<file path="src/logic/sdram_mode_pkg.sv">
// Shared constants and types for the SDRAM mode register and burst logic
// Overview of operation
// - Loaded mode held until next load
// - Bits 0-2 length, 3 type, 4-6 latency
// - Bits 7-8 operating mode, bit 9 write burst
// - Burst length caps columns per access command
// - Lengths 1,2,4,8 both types; full page sequential
// - Full page runs until burst terminate
// - Burst stays inside aligned block, wrapping around
// - Upper column bits pick block, lower start
// - Full page wraps within the open page
// - Order set by length, type and start
// - Length one: addressed column only, type ignored
// - Read latency two or three clocks
// - Drive from edge n+m-1, valid by n+m
// - Write burst bit set makes writes single
package sdram_mode_pkg;

  localparam int ADDR_W = 13;
  localparam int COL_W_DEFAULT = 10;

  // Command codes as {cs_n, ras_n, cas_n, we_n}
  localparam logic [3:0] CMD_LOAD = 4'h0;
  localparam logic [3:0] CMD_READ = 4'h5;
  localparam logic [3:0] CMD_WRITE = 4'h4;
  localparam logic [3:0] CMD_TERM = 4'h6;
  localparam logic [1:0] LOAD_BANK = 2'h0;

  localparam logic [2:0] BL_CODE_1 = 3'h0;
  localparam logic [2:0] BL_CODE_2 = 3'h1;
  localparam logic [2:0] BL_CODE_4 = 3'h2;
  localparam logic [2:0] BL_CODE_8 = 3'h3;
  localparam logic [2:0] BL_CODE_FULL = 3'h7;
  localparam logic [2:0] CL_CODE_2 = 3'h2;
  localparam logic [2:0] CL_CODE_3 = 3'h3;

  // Stands in for the unknown power-up content: length 1, latency 2
  localparam logic [ADDR_W-1:0] MODE_RESET = 13'h0020;

  typedef struct packed {
    logic cs_n;
    logic ras_n;
    logic cas_n;
    logic we_n;
    logic [1:0] bank;
    logic [ADDR_W-1:0] addr;
  } cmd_bus_t;

  // Packed from bit 12 down to bit 0 of the captured address
  typedef struct packed {
    logic undefined_bit;
    logic [1:0] reserved;
    logic write_burst_mode_bit;
    logic [1:0] op_mode;
    logic [2:0] read_latency_field;
    logic burst_type_bit;
    logic [2:0] burst_length_field;
  } mode_cfg_t;

  typedef enum logic [1:0] {
    ST_IDLE = 2'b01,
    ST_BURST = 2'b10
  } burst_state_t;

  // Log2 of the block size; reserved codes fall back to one column
  function automatic logic [1:0] span_of(input logic [2:0] code);
    span_of = code[2] ? 2'h0 : code[1:0];
  endfunction

  function automatic logic is_full_page(input logic [2:0] code);
    is_full_page = (code == BL_CODE_FULL);
  endfunction

endpackage

</file>
<file path="src/logic/burst_column_gen.sv">
// Column address of one beat inside an aligned block or open page
`timescale 1ns/1ps
module burst_column_gen #(
  parameter int COL_W = 10
) (
  // Burst description
  input wire logic [COL_W-1:0] start_col,
  input wire logic [COL_W-1:0] beat_idx,
  input wire logic [1:0] span_log2,
  input wire logic full_page,
  input wire logic interleave,
  // Resulting column
  output logic [COL_W-1:0] col
);

  if (COL_W < 4 || COL_W > 12) begin : g_bad_col_w
    $error("burst_column_gen: COL_W must lie in 4..12");
  end

  logic [3:0] small_mask;
  logic [COL_W-1:0] mask;
  logic [COL_W-1:0] offset;

  always_comb begin
    small_mask = (4'h1 << span_log2) - 4'h1;
    // Full page uses every column bit, so wrap falls at the page end
    mask = full_page ? {COL_W{1'b1}} : {{(COL_W-4){1'b0}}, small_mask};
    offset = interleave ? (start_col ^ beat_idx) : (start_col + beat_idx);
    // Block bits kept from the start column, offset wraps inside it
    col = (start_col & ~mask) | (offset & mask);
  end

endmodule // burst_column_gen

</file>
<file path="src/logic/sdram_mode_burst.sv">
// Mode register, burst sequencer and read latency timing of the SDRAM
`timescale 1ns/1ps
module sdram_mode_burst #(
  parameter int COL_W = sdram_mode_pkg::COL_W_DEFAULT
) (
  // Clock and reset
  input wire logic clk,
  input wire logic rst,
  // Command pins, registered on the rising clock
  input sdram_mode_pkg::cmd_bus_t cmd,
  // Programmed configuration
  output sdram_mode_pkg::mode_cfg_t mode_cfg,
  // Column access stream, one beat per cycle
  output logic access_valid,
  output logic access_write,
  output logic [COL_W-1:0] access_col,
  // Read data lines
  output logic dq_oe,
  output logic [COL_W-1:0] read_col
);

  if (COL_W < 4 || COL_W > 12) begin : g_bad_col_w
    $error("sdram_mode_burst: COL_W must lie in 4..12");
  end

  // Command decode
  logic [3:0] cmd_code;
  logic is_load;
  logic is_read;
  logic is_write;
  logic is_term;
  logic is_any;

  always_comb begin
    cmd_code = {cmd.cs_n, cmd.ras_n, cmd.cas_n, cmd.we_n};
    // Bit 12 is stored but never steers anything
    is_load = (cmd_code == sdram_mode_pkg::CMD_LOAD) &&
              (cmd.bank == sdram_mode_pkg::LOAD_BANK);
    is_read = (cmd_code == sdram_mode_pkg::CMD_READ);
    is_write = (cmd_code == sdram_mode_pkg::CMD_WRITE);
    is_term = (cmd_code == sdram_mode_pkg::CMD_TERM);
    is_any = is_load || is_read || is_write || is_term;
  end

  // Mode register
  sdram_mode_pkg::mode_cfg_t next_mode_cfg;

  always_comb begin
    next_mode_cfg = mode_cfg;
    if (is_load) begin
      // Bank state is not checked: loading mid-burst is the controller's fault
      next_mode_cfg = sdram_mode_pkg::mode_cfg_t'(cmd.addr);
    end
  end

  always_ff @(posedge clk) begin
    if (rst) begin
      mode_cfg <= sdram_mode_pkg::mode_cfg_t'(sdram_mode_pkg::MODE_RESET);
    end else begin
      mode_cfg <= next_mode_cfg;
    end
  end

  // Burst sequencer
  sdram_mode_pkg::burst_state_t state;
  sdram_mode_pkg::burst_state_t next_state;
  logic [COL_W-1:0] start_col;
  logic [COL_W-1:0] next_start_col;
  logic [COL_W-1:0] beat_idx;
  logic [COL_W-1:0] next_beat_idx;
  logic [COL_W-1:0] beat_last;
  logic [COL_W-1:0] next_beat_last;
  logic [1:0] burst_span;
  logic [1:0] next_burst_span;
  logic burst_full;
  logic next_burst_full;
  logic burst_il;
  logic next_burst_il;
  logic burst_wr;
  logic next_burst_wr;
  logic single;
  logic [3:0] span_count;
  logic [COL_W-1:0] beat_col;

  always_comb begin
    next_state = state;
    next_start_col = start_col;
    next_beat_idx = beat_idx;
    next_beat_last = beat_last;
    next_burst_span = burst_span;
    next_burst_full = burst_full;
    next_burst_il = burst_il;
    next_burst_wr = burst_wr;
    single = is_write && mode_cfg.write_burst_mode_bit;
    span_count = 4'h0;
    case (state)
      sdram_mode_pkg::ST_IDLE: begin
        next_state = sdram_mode_pkg::ST_IDLE;
      end
      sdram_mode_pkg::ST_BURST: begin
        next_beat_idx = beat_idx + {{(COL_W-1){1'b0}}, 1'b1};
        // Full page never ends on its own; it keeps wrapping
        if (!burst_full && beat_idx == beat_last) begin
          next_state = sdram_mode_pkg::ST_IDLE;
        end
      end
      default: begin
        next_state = sdram_mode_pkg::ST_IDLE;
      end
    endcase
    if (is_term) begin
      next_state = sdram_mode_pkg::ST_IDLE;
    end
    if (is_read || is_write) begin
      // A new read or write cuts any running burst short
      next_state = sdram_mode_pkg::ST_BURST;
      next_start_col = cmd.addr[COL_W-1:0];
      next_beat_idx = '0;
      next_burst_wr = is_write;
      next_burst_full = !single &&
                        sdram_mode_pkg::is_full_page(mode_cfg.burst_length_field);
      next_burst_span = single ? 2'h0 :
                        sdram_mode_pkg::span_of(mode_cfg.burst_length_field);
      // Interleaved full page is unsupported; it runs sequential
      next_burst_il = mode_cfg.burst_type_bit && !next_burst_full;
      span_count = (4'h1 << next_burst_span) - 4'h1;
      next_beat_last = {{(COL_W-4){1'b0}}, span_count};
    end
  end

  always_ff @(posedge clk) begin
    if (rst) begin
      state <= sdram_mode_pkg::ST_IDLE;
      start_col <= '0;
      beat_idx <= '0;
      beat_last <= '0;
      burst_span <= 2'h0;
      burst_full <= 1'b0;
      burst_il <= 1'b0;
      burst_wr <= 1'b0;
    end else begin
      state <= next_state;
      start_col <= next_start_col;
      beat_idx <= next_beat_idx;
      beat_last <= next_beat_last;
      burst_span <= next_burst_span;
      burst_full <= next_burst_full;
      burst_il <= next_burst_il;
      burst_wr <= next_burst_wr;
    end
  end

  // Span zero masks every offset bit, so the type bit has no effect
  burst_column_gen #(
    .COL_W(COL_W)
  ) burst_column_gen_i (
    .start_col(start_col),
    .beat_idx(beat_idx),
    .span_log2(burst_span),
    .full_page(burst_full),
    .interleave(burst_il),
    .col(beat_col)
  );

  // Access stream and read latency pipe
  logic beat_live;
  logic launch;
  logic lat3;
  logic pipe_valid;
  logic next_pipe_valid;
  logic [COL_W-1:0] pipe_col;
  logic [COL_W-1:0] next_pipe_col;
  logic next_access_valid;
  logic next_access_write;
  logic [COL_W-1:0] next_access_col;
  logic next_dq_oe;
  logic [COL_W-1:0] next_read_col;

  always_comb begin
    beat_live = (state == sdram_mode_pkg::ST_BURST);
    launch = beat_live && !burst_wr;
    // Reserved latency codes behave as three, the safer of the two
    lat3 = (mode_cfg.read_latency_field != sdram_mode_pkg::CL_CODE_2);
    next_access_valid = beat_live;
    next_access_write = burst_wr;
    next_access_col = beat_col;
    next_pipe_valid = launch;
    next_pipe_col = beat_col;
    // Beat of a read taken at edge n lands on the pins at edge n+m-1
    next_dq_oe = lat3 ? pipe_valid : launch;
    next_read_col = lat3 ? pipe_col : beat_col;
  end

  always_ff @(posedge clk) begin
    if (rst) begin
      access_valid <= 1'b0;
      access_write <= 1'b0;
      access_col <= '0;
      pipe_valid <= 1'b0;
      pipe_col <= '0;
      dq_oe <= 1'b0;
      read_col <= '0;
    end else begin
      access_valid <= next_access_valid;
      access_write <= next_access_write;
      access_col <= next_access_col;
      pipe_valid <= next_pipe_valid;
      pipe_col <= next_pipe_col;
      dq_oe <= next_dq_oe;
      read_col <= next_read_col;
    end
  end

  logic idle_now;
  logic bl1_mode;
  logic bl4_mode;
  logic lat2_mode;
  assign idle_now = (state == sdram_mode_pkg::ST_IDLE) && !pipe_valid && !dq_oe;
  assign bl1_mode = (mode_cfg.burst_length_field == sdram_mode_pkg::BL_CODE_1);
  assign bl4_mode = (mode_cfg.burst_length_field == sdram_mode_pkg::BL_CODE_4);
  assign lat2_mode = (mode_cfg.read_latency_field == sdram_mode_pkg::CL_CODE_2);
endmodule // sdram_mode_burst

</file>
<file path="config.mk">
export PLATFORM = sky130hd
export DESIGN_NAME = sdram_mode_burst
export DESIGN_NICKNAME = d
export VERILOG_FILES = /design/src/logic/sdram_mode_pkg.sv /design/src/logic/burst_column_gen.sv /design/src/logic/sdram_mode_burst.sv
export SDC_FILE = /design/constraint.sdc
export NUM_CORES = 1
export LEC_CHECK = 0
export ABC_CLOCK_PERIOD_IN_PS = 2600
export BUFFER_PORTS_ARGS = -buffer_cell sky130_fd_sc_hd__buf_2
export CAP_MARGIN = 20
export CORE_MARGIN = 3
export CORE_UTILIZATION = 40
export CTS_CLUSTER_DIAMETER = 50
export DETAILED_ROUTE_END_ITERATION = 12
export PLACE_DENSITY = 0.61
export SLEW_MARGIN = 40
export SYNTH_ARGS = -nofsm -noshare
export SYNTH_HDL_FRONTEND = slang
export SYNTH_SLANG_ARGS = --single-unit
export TNS_END_PERCENT = 30
</file>
<file path="constraint.sdc">
create_clock -name clk -period 2.6 [get_ports clk]
set_input_delay 0.39 -clock clk [delete_from_list [all_inputs] [get_ports clk]]
set_output_delay 0.39 -clock clk [all_outputs]
set_load 0.01 [all_outputs]
</file>
==> results of run 1 <==
==> registers in the layout (all words and copies together) (netlist names) <==
register	count
beat_last	3
dq_oe	1
access_write	1
pipe_col	10
mode_cfg	13
burst_full	1
beat_idx	10
burst_wr	1
start_col	10
burst_il	1
read_col	10
burst_span	2
access_valid	1
state	2
pipe_valid	1
==> synthesized netlist by cell type, drive strengths merged, types with 5 or more instances <==
| master | instances |
|---|---|
| a21o | 5 |
| a21oi | 26 |
| clkbuf | 12 |
| dfxtp | 67 |
| ha | 10 |
| mux2i | 18 |
| nand2 | 38 |
| nand3 | 9 |
| nand3b | 5 |
| nor2 | 46 |
| nor3 | 5 |
| xor2 | 14 |
==> through the flow <==
stage                     hold WS (ns)  setup slack, ns
after global routing             0.276            0.213
after global placement           0.441            0.385
after floorplan                  0.430            0.554
final                            0.268            0.355
after CTS                        0.258            0.344
after detailed placement         0.462            0.375
==> critical path: stages, from the launching register on <==
cell     delay, ns
dfxtp_1       0.37
ha_1          0.25
fa_1          0.38
a21o_1        0.19
a21oi_1       0.22
o21ai_0       0.15
xnor2_1       0.13
and2_1        0.16
o41ai_1       0.29
==> cells by family (layout without fill, tap and decap cells) <==
family                     count (synthesis)  count (layout)
and+or+nand+nor                          132             132
DFF                                       67              67
AOI/OAI and AO/OA                         58              58
buffers and inverters                     20              80
xor gates and xnor gates                  18              18
muxes                                     18              18
adders and majority gates                 11              11
==> final cells by class <==
cell class	count	share of cell area, %
tap	96	3.40
clock inverter	7	3.30
sequential	67	38.0
clock buffer	9	3.51
multi-input combinational	237	42.4
inverter	3	0.319
timing repair buffer	61	9.01
==> worst max path at each step <==
stage / slack, ns / cells after the start / endpoint / from
floorplan: 0.55 / 8 / read_col[6]$_SDFF_PP0_ / beat_idx[0]$_SDFFE_PP0P_
global placement: 0.39 / 8 / read_col[6]$_SDFF_PP0_ / beat_idx[0]$_SDFFE_PP0P_
detailed placement: 0.38 / 8 / read_col[6]$_SDFF_PP0_ / beat_idx[0]$_SDFFE_PP0P_
CTS: 0.34 / 8 / read_col[6]$_SDFF_PP0_ / beat_idx[0]$_SDFFE_PP0P_
global route: 0.21 / 8 / read_col[6]$_SDFF_PP0_ / beat_idx[0]$_SDFFE_PP0P_
finish: 0.36 / 8 / read_col[6]$_SDFF_PP0_ / beat_idx[0]$_SDFFE_PP0P_
==> per-layer routing <==
metal,GRT usage [%],wire length [um],vias up
met2,23.9,2800,60
met1,22.2,3380,1081
li1,-,-,1237
met3,4.02,330,11
met4,5.94,83,0
met5,0,0,-
==> placed cells by master (no fill, tap or decap), drive strengths merged, types with 4 or more instances in the layout <==
master,instances
nand2,38
o22a,4
xor2,14
nand4,4
xnor2,4
dfxtp,67
nand3,9
a21o,5
nor4,4
nand2b,4
nor3,5
a21oi,26
ha,10
nor2b,4
clkbuf,9
a211oi,4
nor2,46
buf,61
nand3b,5
mux2i,18
==> power by group <==
part / internal, W / switching (W) / total, W
combinational: 0.0000413 / 0.0000608 / 0.000102
clock: 0.000635 / 0.000411 / 0.00105
sequential: 0.00104 / 0.00000995 / 0.00105
total: 0.00172 / 0.000482 / 0.00220
==> results.toml, run 1 <==
[floorplan]
die_area_mm2 = 0.00846
start_util_pct = 42.3
boundaryPins = 57
die_w_um = 92.0
die_y_um = 92.0
core_mm2 = 0.00698
rows = 30

[setup_path]
crit_path_start_kind = "register"
r2r_setup_slack_ns = 0.36
worstSetupEndpointType = "register"
rr_worst_depth = 8
critPathKind = "reg -> reg"
r2r_start = "beat_idx[0]$_SDFFE_PP0P_"
arrival_ns = 2.49
r2r-end = "read_col[6]$_SDFF_PP0_"
crit_fanout = 5
worst-endpoint-required_ns = 2.85

[finish]
seq_area_mm2 = 0.00134
diodes = 0
post-route-cell-area_mm2 = 0.00353
nets = 411
multi_input_area_mm2 = 0.00150
finalNonFillerCells = 480
fillCellCount = 720
drive_gt1_share_pct = 22.1
fin_util_pct = 50.5
area.growth.synth_to_final_pct = 19.3

[global_route]
grt_pass1_vias = 2210
grt_first_pass_wirelength_um = 10700
grt_max_degree = 33
grt_usage_pct = 16.0
antenna_found_initial = 0
gr-total-overflow = 0

[clocking]
cts_sinks = 67
post_cts_buffers = 0
cts_tree = "yes"
cts_inserted_buffers = 9
cts_max_level = 3
clk_pin_slew_ns = 0.08
clockBufferDepth = 2
cts_repair_resize_count = 0
cts_hold_buf = 0
cts-root-buf = "clkbuf_8"
insertion_delay_ns = 0.35

[logic_synthesis]
synthAdderAreaFrac_pct = 4.91
yosys.area_share.simple_pct = 21.3
synth_edf_count = 0
avgSynthCellArea_um2 = 9.13
synth_cells = 324
synth-main-ff-cell = "dfxtp_1"
synth_area_mm2 = 0.00296
synth_xor_area_share_pct = 5.33
synth_top_family_by_area = "simple AND/OR/NAND/NOR gates"
ys_types = 49
synth-compound-area-share_pct = 13.0
synth_nets = 356
ys_seq_area_share_pct = 45.4
yosys_warnings = 0
yosysTopAreaCell = "dfxtp_1"
netlist_top_cells_area = "dfxtp_1, mux2i_1, nor2_1"
muxShareOfSynthArea_pct = 6.09
synth_seq_cells = 67
postSynth.asyncResetShare_pct = 0
synth_top_area_share_pct = 45.4

[routing]
ant_nets = 0
avgRoutedWirePerCell_um = 13.7
firstDrtPassIters = 4
drt_iter0_drc = 111
drc_errors = 0
wl_um = 6590
via_count = 2389
avgViaCountPerCell = 4.98

[sta]
slew_violations = 0
setup-tns-final_ns = 0
min_period_ns = 2.24
fin_worst_skew_ns = 0.00548
tightestPinTransition_ns = 0.670
finalSetupViolations = 0
max_freq_ghz = 0.446
hold_viol_final = 0
rsz0062_at_grt = "false"
period_share_pct = 86.3
slew_headroom_pct = 55.3

[placed_design]
hpwl_um = 4890
dpl.cell_count = 464
portBuffers = 56
placement.cell_area_mm2 = 0.00329
gp_congestion = 0.830

[worst_hold_path]
hold_start = "cmd[10]"
worstHoldPathType = "in -> reg"
hold_end = "mode_cfg[10]$_SDFFE_PP0P_"
holdPathStages = 3

[power_and_ir_drop]
p_per_area_mw_per_mm2 = 623
ir_worst_vdd_mv = 0.339
leakage_nw = 1.64
p_total_w = 0.00220

[outcome]
status = "completed"

[job]
cap_violations = 0
(Power assumes the default switching activity.)
==> run 2: changes to the inputs <==
- MAX_ROUTING_LAYER: unset -> met4
==> run 2 against run 1 <==
Clock power shrank 8%. Critical path type unchanged. Highest routed layer unchanged. Critical path depth unchanged. Via count down 0.13%. Critical endpoint unchanged.
==> results.toml, run 2 (synthesis gave the netlist of run 1 again) <==
[clocking]
cts-root-buf = "clkbuf_8"
clk_pin_slew_ns = 0.08
cts_inserted_buffers = 9
cts_tree = "yes"
cts_repair_resize_count = 0
cts_sinks = 67
clockBufferDepth = 2
post_cts_buffers = 0
cts_max_level = 3
cts_hold_buf = 0
insertion_delay_ns = 0.35

[setup_path]
critPathKind = "reg -> reg"
crit_end = "read_col[6]$_SDFF_PP0_"
crit_fanout = 5
r2r-end = "read_col[6]$_SDFF_PP0_"
r2r_start = "beat_idx[0]$_SDFFE_PP0P_"
crit_path_start_kind = "register"
worst-endpoint-required_ns = 2.84
rr_worst_depth = 8
worstSetupEndpointType = "register"
arrival_ns = 2.47
cp-startpoint = "beat_idx[0]$_SDFFE_PP0P_"
r2r_setup_slack_ns = 0.37

[power_and_ir_drop]
ir_worst_vdd_mv = 0.335
p_switching_w = 0.000495
internal_power_w = 0.00163
pwr-share-comb_pct = 4.8
leakage_nw = 1.63
seq_power_share_pct = 49.5
p_per_area_mw_per_mm2 = 605
share_clk_of_total_power_pct = 45.7
swShare_pct = 23.3

[finish]
finalNonFillerCells = 480
drive_gt1_share_pct = 22.1
nets = 411
area.growth.synth_to_final_pct = 18.7
diodes = 0
largest_reg_flops = 13
mostFrequentLayoutCells = "dfxtp_1, buf_2, nor2_1, nand2_1, a21oi_1"
top_register = "mode_cfg"
final_common_cell = "dfxtp_1"
fillCellCount = 694
fin_util_pct = 50.3

[sta]
tightestPinTransition_ns = 0.698
setup-tns-final_ns = 0
finalSetupViolations = 0
postLayoutSetupSlackWorst_ns = 0.368
max_freq_ghz = 0.448
min_period_ns = 2.23
fin_worst_skew_ns = 0.0163
rsz0062_at_grt = "false"
slew_violations = 0
hold_viol_final = 0
slew_headroom_pct = 53.3
period_share_pct = 85.9

[floorplan]
core_mm2 = 0.00698
die_area_mm2 = 0.00846
rows = 30
start_util_pct = 42.3
die_w_um = 92.0
boundaryPins = 57
die_y_um = 92.0

[global_route]
antenna_found_initial = 0
grt_pass1_vias = 2232
grt_usage_pct = 16.5
grt_first_pass_wirelength_um = 10700
gr-total-overflow = 0
grt_max_degree = 34

[routing]
wl_um = 6540
avgViaCountPerCell = 4.97
via_count = 2386
ant_nets = 0
drc_errors = 0
firstDrtPassIters = 4
avgRoutedWirePerCell_um = 13.6
drt_iter0_drc = 73

[worst_hold_path]
holdPathStages = 3
worstHoldPathType = "in -> reg"

[outcome]
status = "completed"

[placed_design]
dpl.cell_count = 464
hpwl_um = 4890
portBuffers = 56
post-place-ws_ns = 0.384
gp_congestion = 0.824

[job]
cap_violations = 0
==> run 2: worst max-delay path, stage by stage (launching register included) <==
cell and delay (ns):
dfxtp_1 0.37, ha_1 0.25, fa_1 0.38, a21o_1 0.19, a21oi_1 0.21, o21ai_0 0.15, xnor2_1 0.13, and2_1 0.16
o41ai_1 0.28
==> run 2: power by group through the flow <==
stage	sequential [W]	clock, W	combinational, W
3_3_place_gp	0.00108	0	0.000102
4_1_cts	0.00105	0.000996	0.000103
5_1_grt	0.00105	0.00105	0.000114
3_5_place_dp	0.00108	0	0.000102
6_report	0.00105	0.000970	0.000102
2_1_floorplan	0.00108	0	0.0000561
==> run 2: per-stage QoR <==
stage | hold slack, ns | total power, W | cell area (um^2)
6_report | 0.266 | 0.00212 | 3510
5_1_grt | 0.275 | 0.00222 | 3510
3_5_place_dp | 0.467 | 0.00118 | 3290
4_1_cts | 0.262 | 0.00215 | 3510
2_1_floorplan | 0.430 | 0.00113 | 2960
3_3_place_gp | 0.443 | 0.00118 | 3290
==> run 2: area by class of cell <==
type / instances / area [um^2] / share of cell area, %
clock buffer: 9 / 124 / 3.53
clock inverter: 7 / 98.8 / 2.82
inverter: 3 / 11.3 / 0.321
multi-input combinational: 237 / 1500 / 42.7
sequential: 67 / 1340 / 38.2
tap: 96 / 120 / 3.42
timing repair buffer: 61 / 318 / 9.05
==> run 2: how the worst min path moves through the flow <==
stage,from,to,slack [ns]
global route,cmd[15],burst_wr$_SDFFE_PP0N_,0.27
CTS,cmd[10],mode_cfg[10]$_SDFFE_PP0P_,0.26
floorplan,burst_wr$_SDFFE_PP0N_,pipe_valid$_SDFF_PP0_,0.43
detailed placement,beat_last[1]$_SDFFE_PP0N_,beat_last[1]$_SDFFE_PP0N_,0.47
global placement,pipe_valid$_SDFF_PP0_,dq_oe$_SDFF_PP0_,0.44
finish,cmd[10],mode_cfg[10]$_SDFFE_PP0P_,0.27
==> run 2: layer usage <==
layer	vias to the layer above	track usage, %	routed length (um)
li1	1241	-	-
met1	1070	22.8	3260
met2	65	23.7	2800
met3	10	3.94	372
met4	0	5.82	97
met5	-	-	0
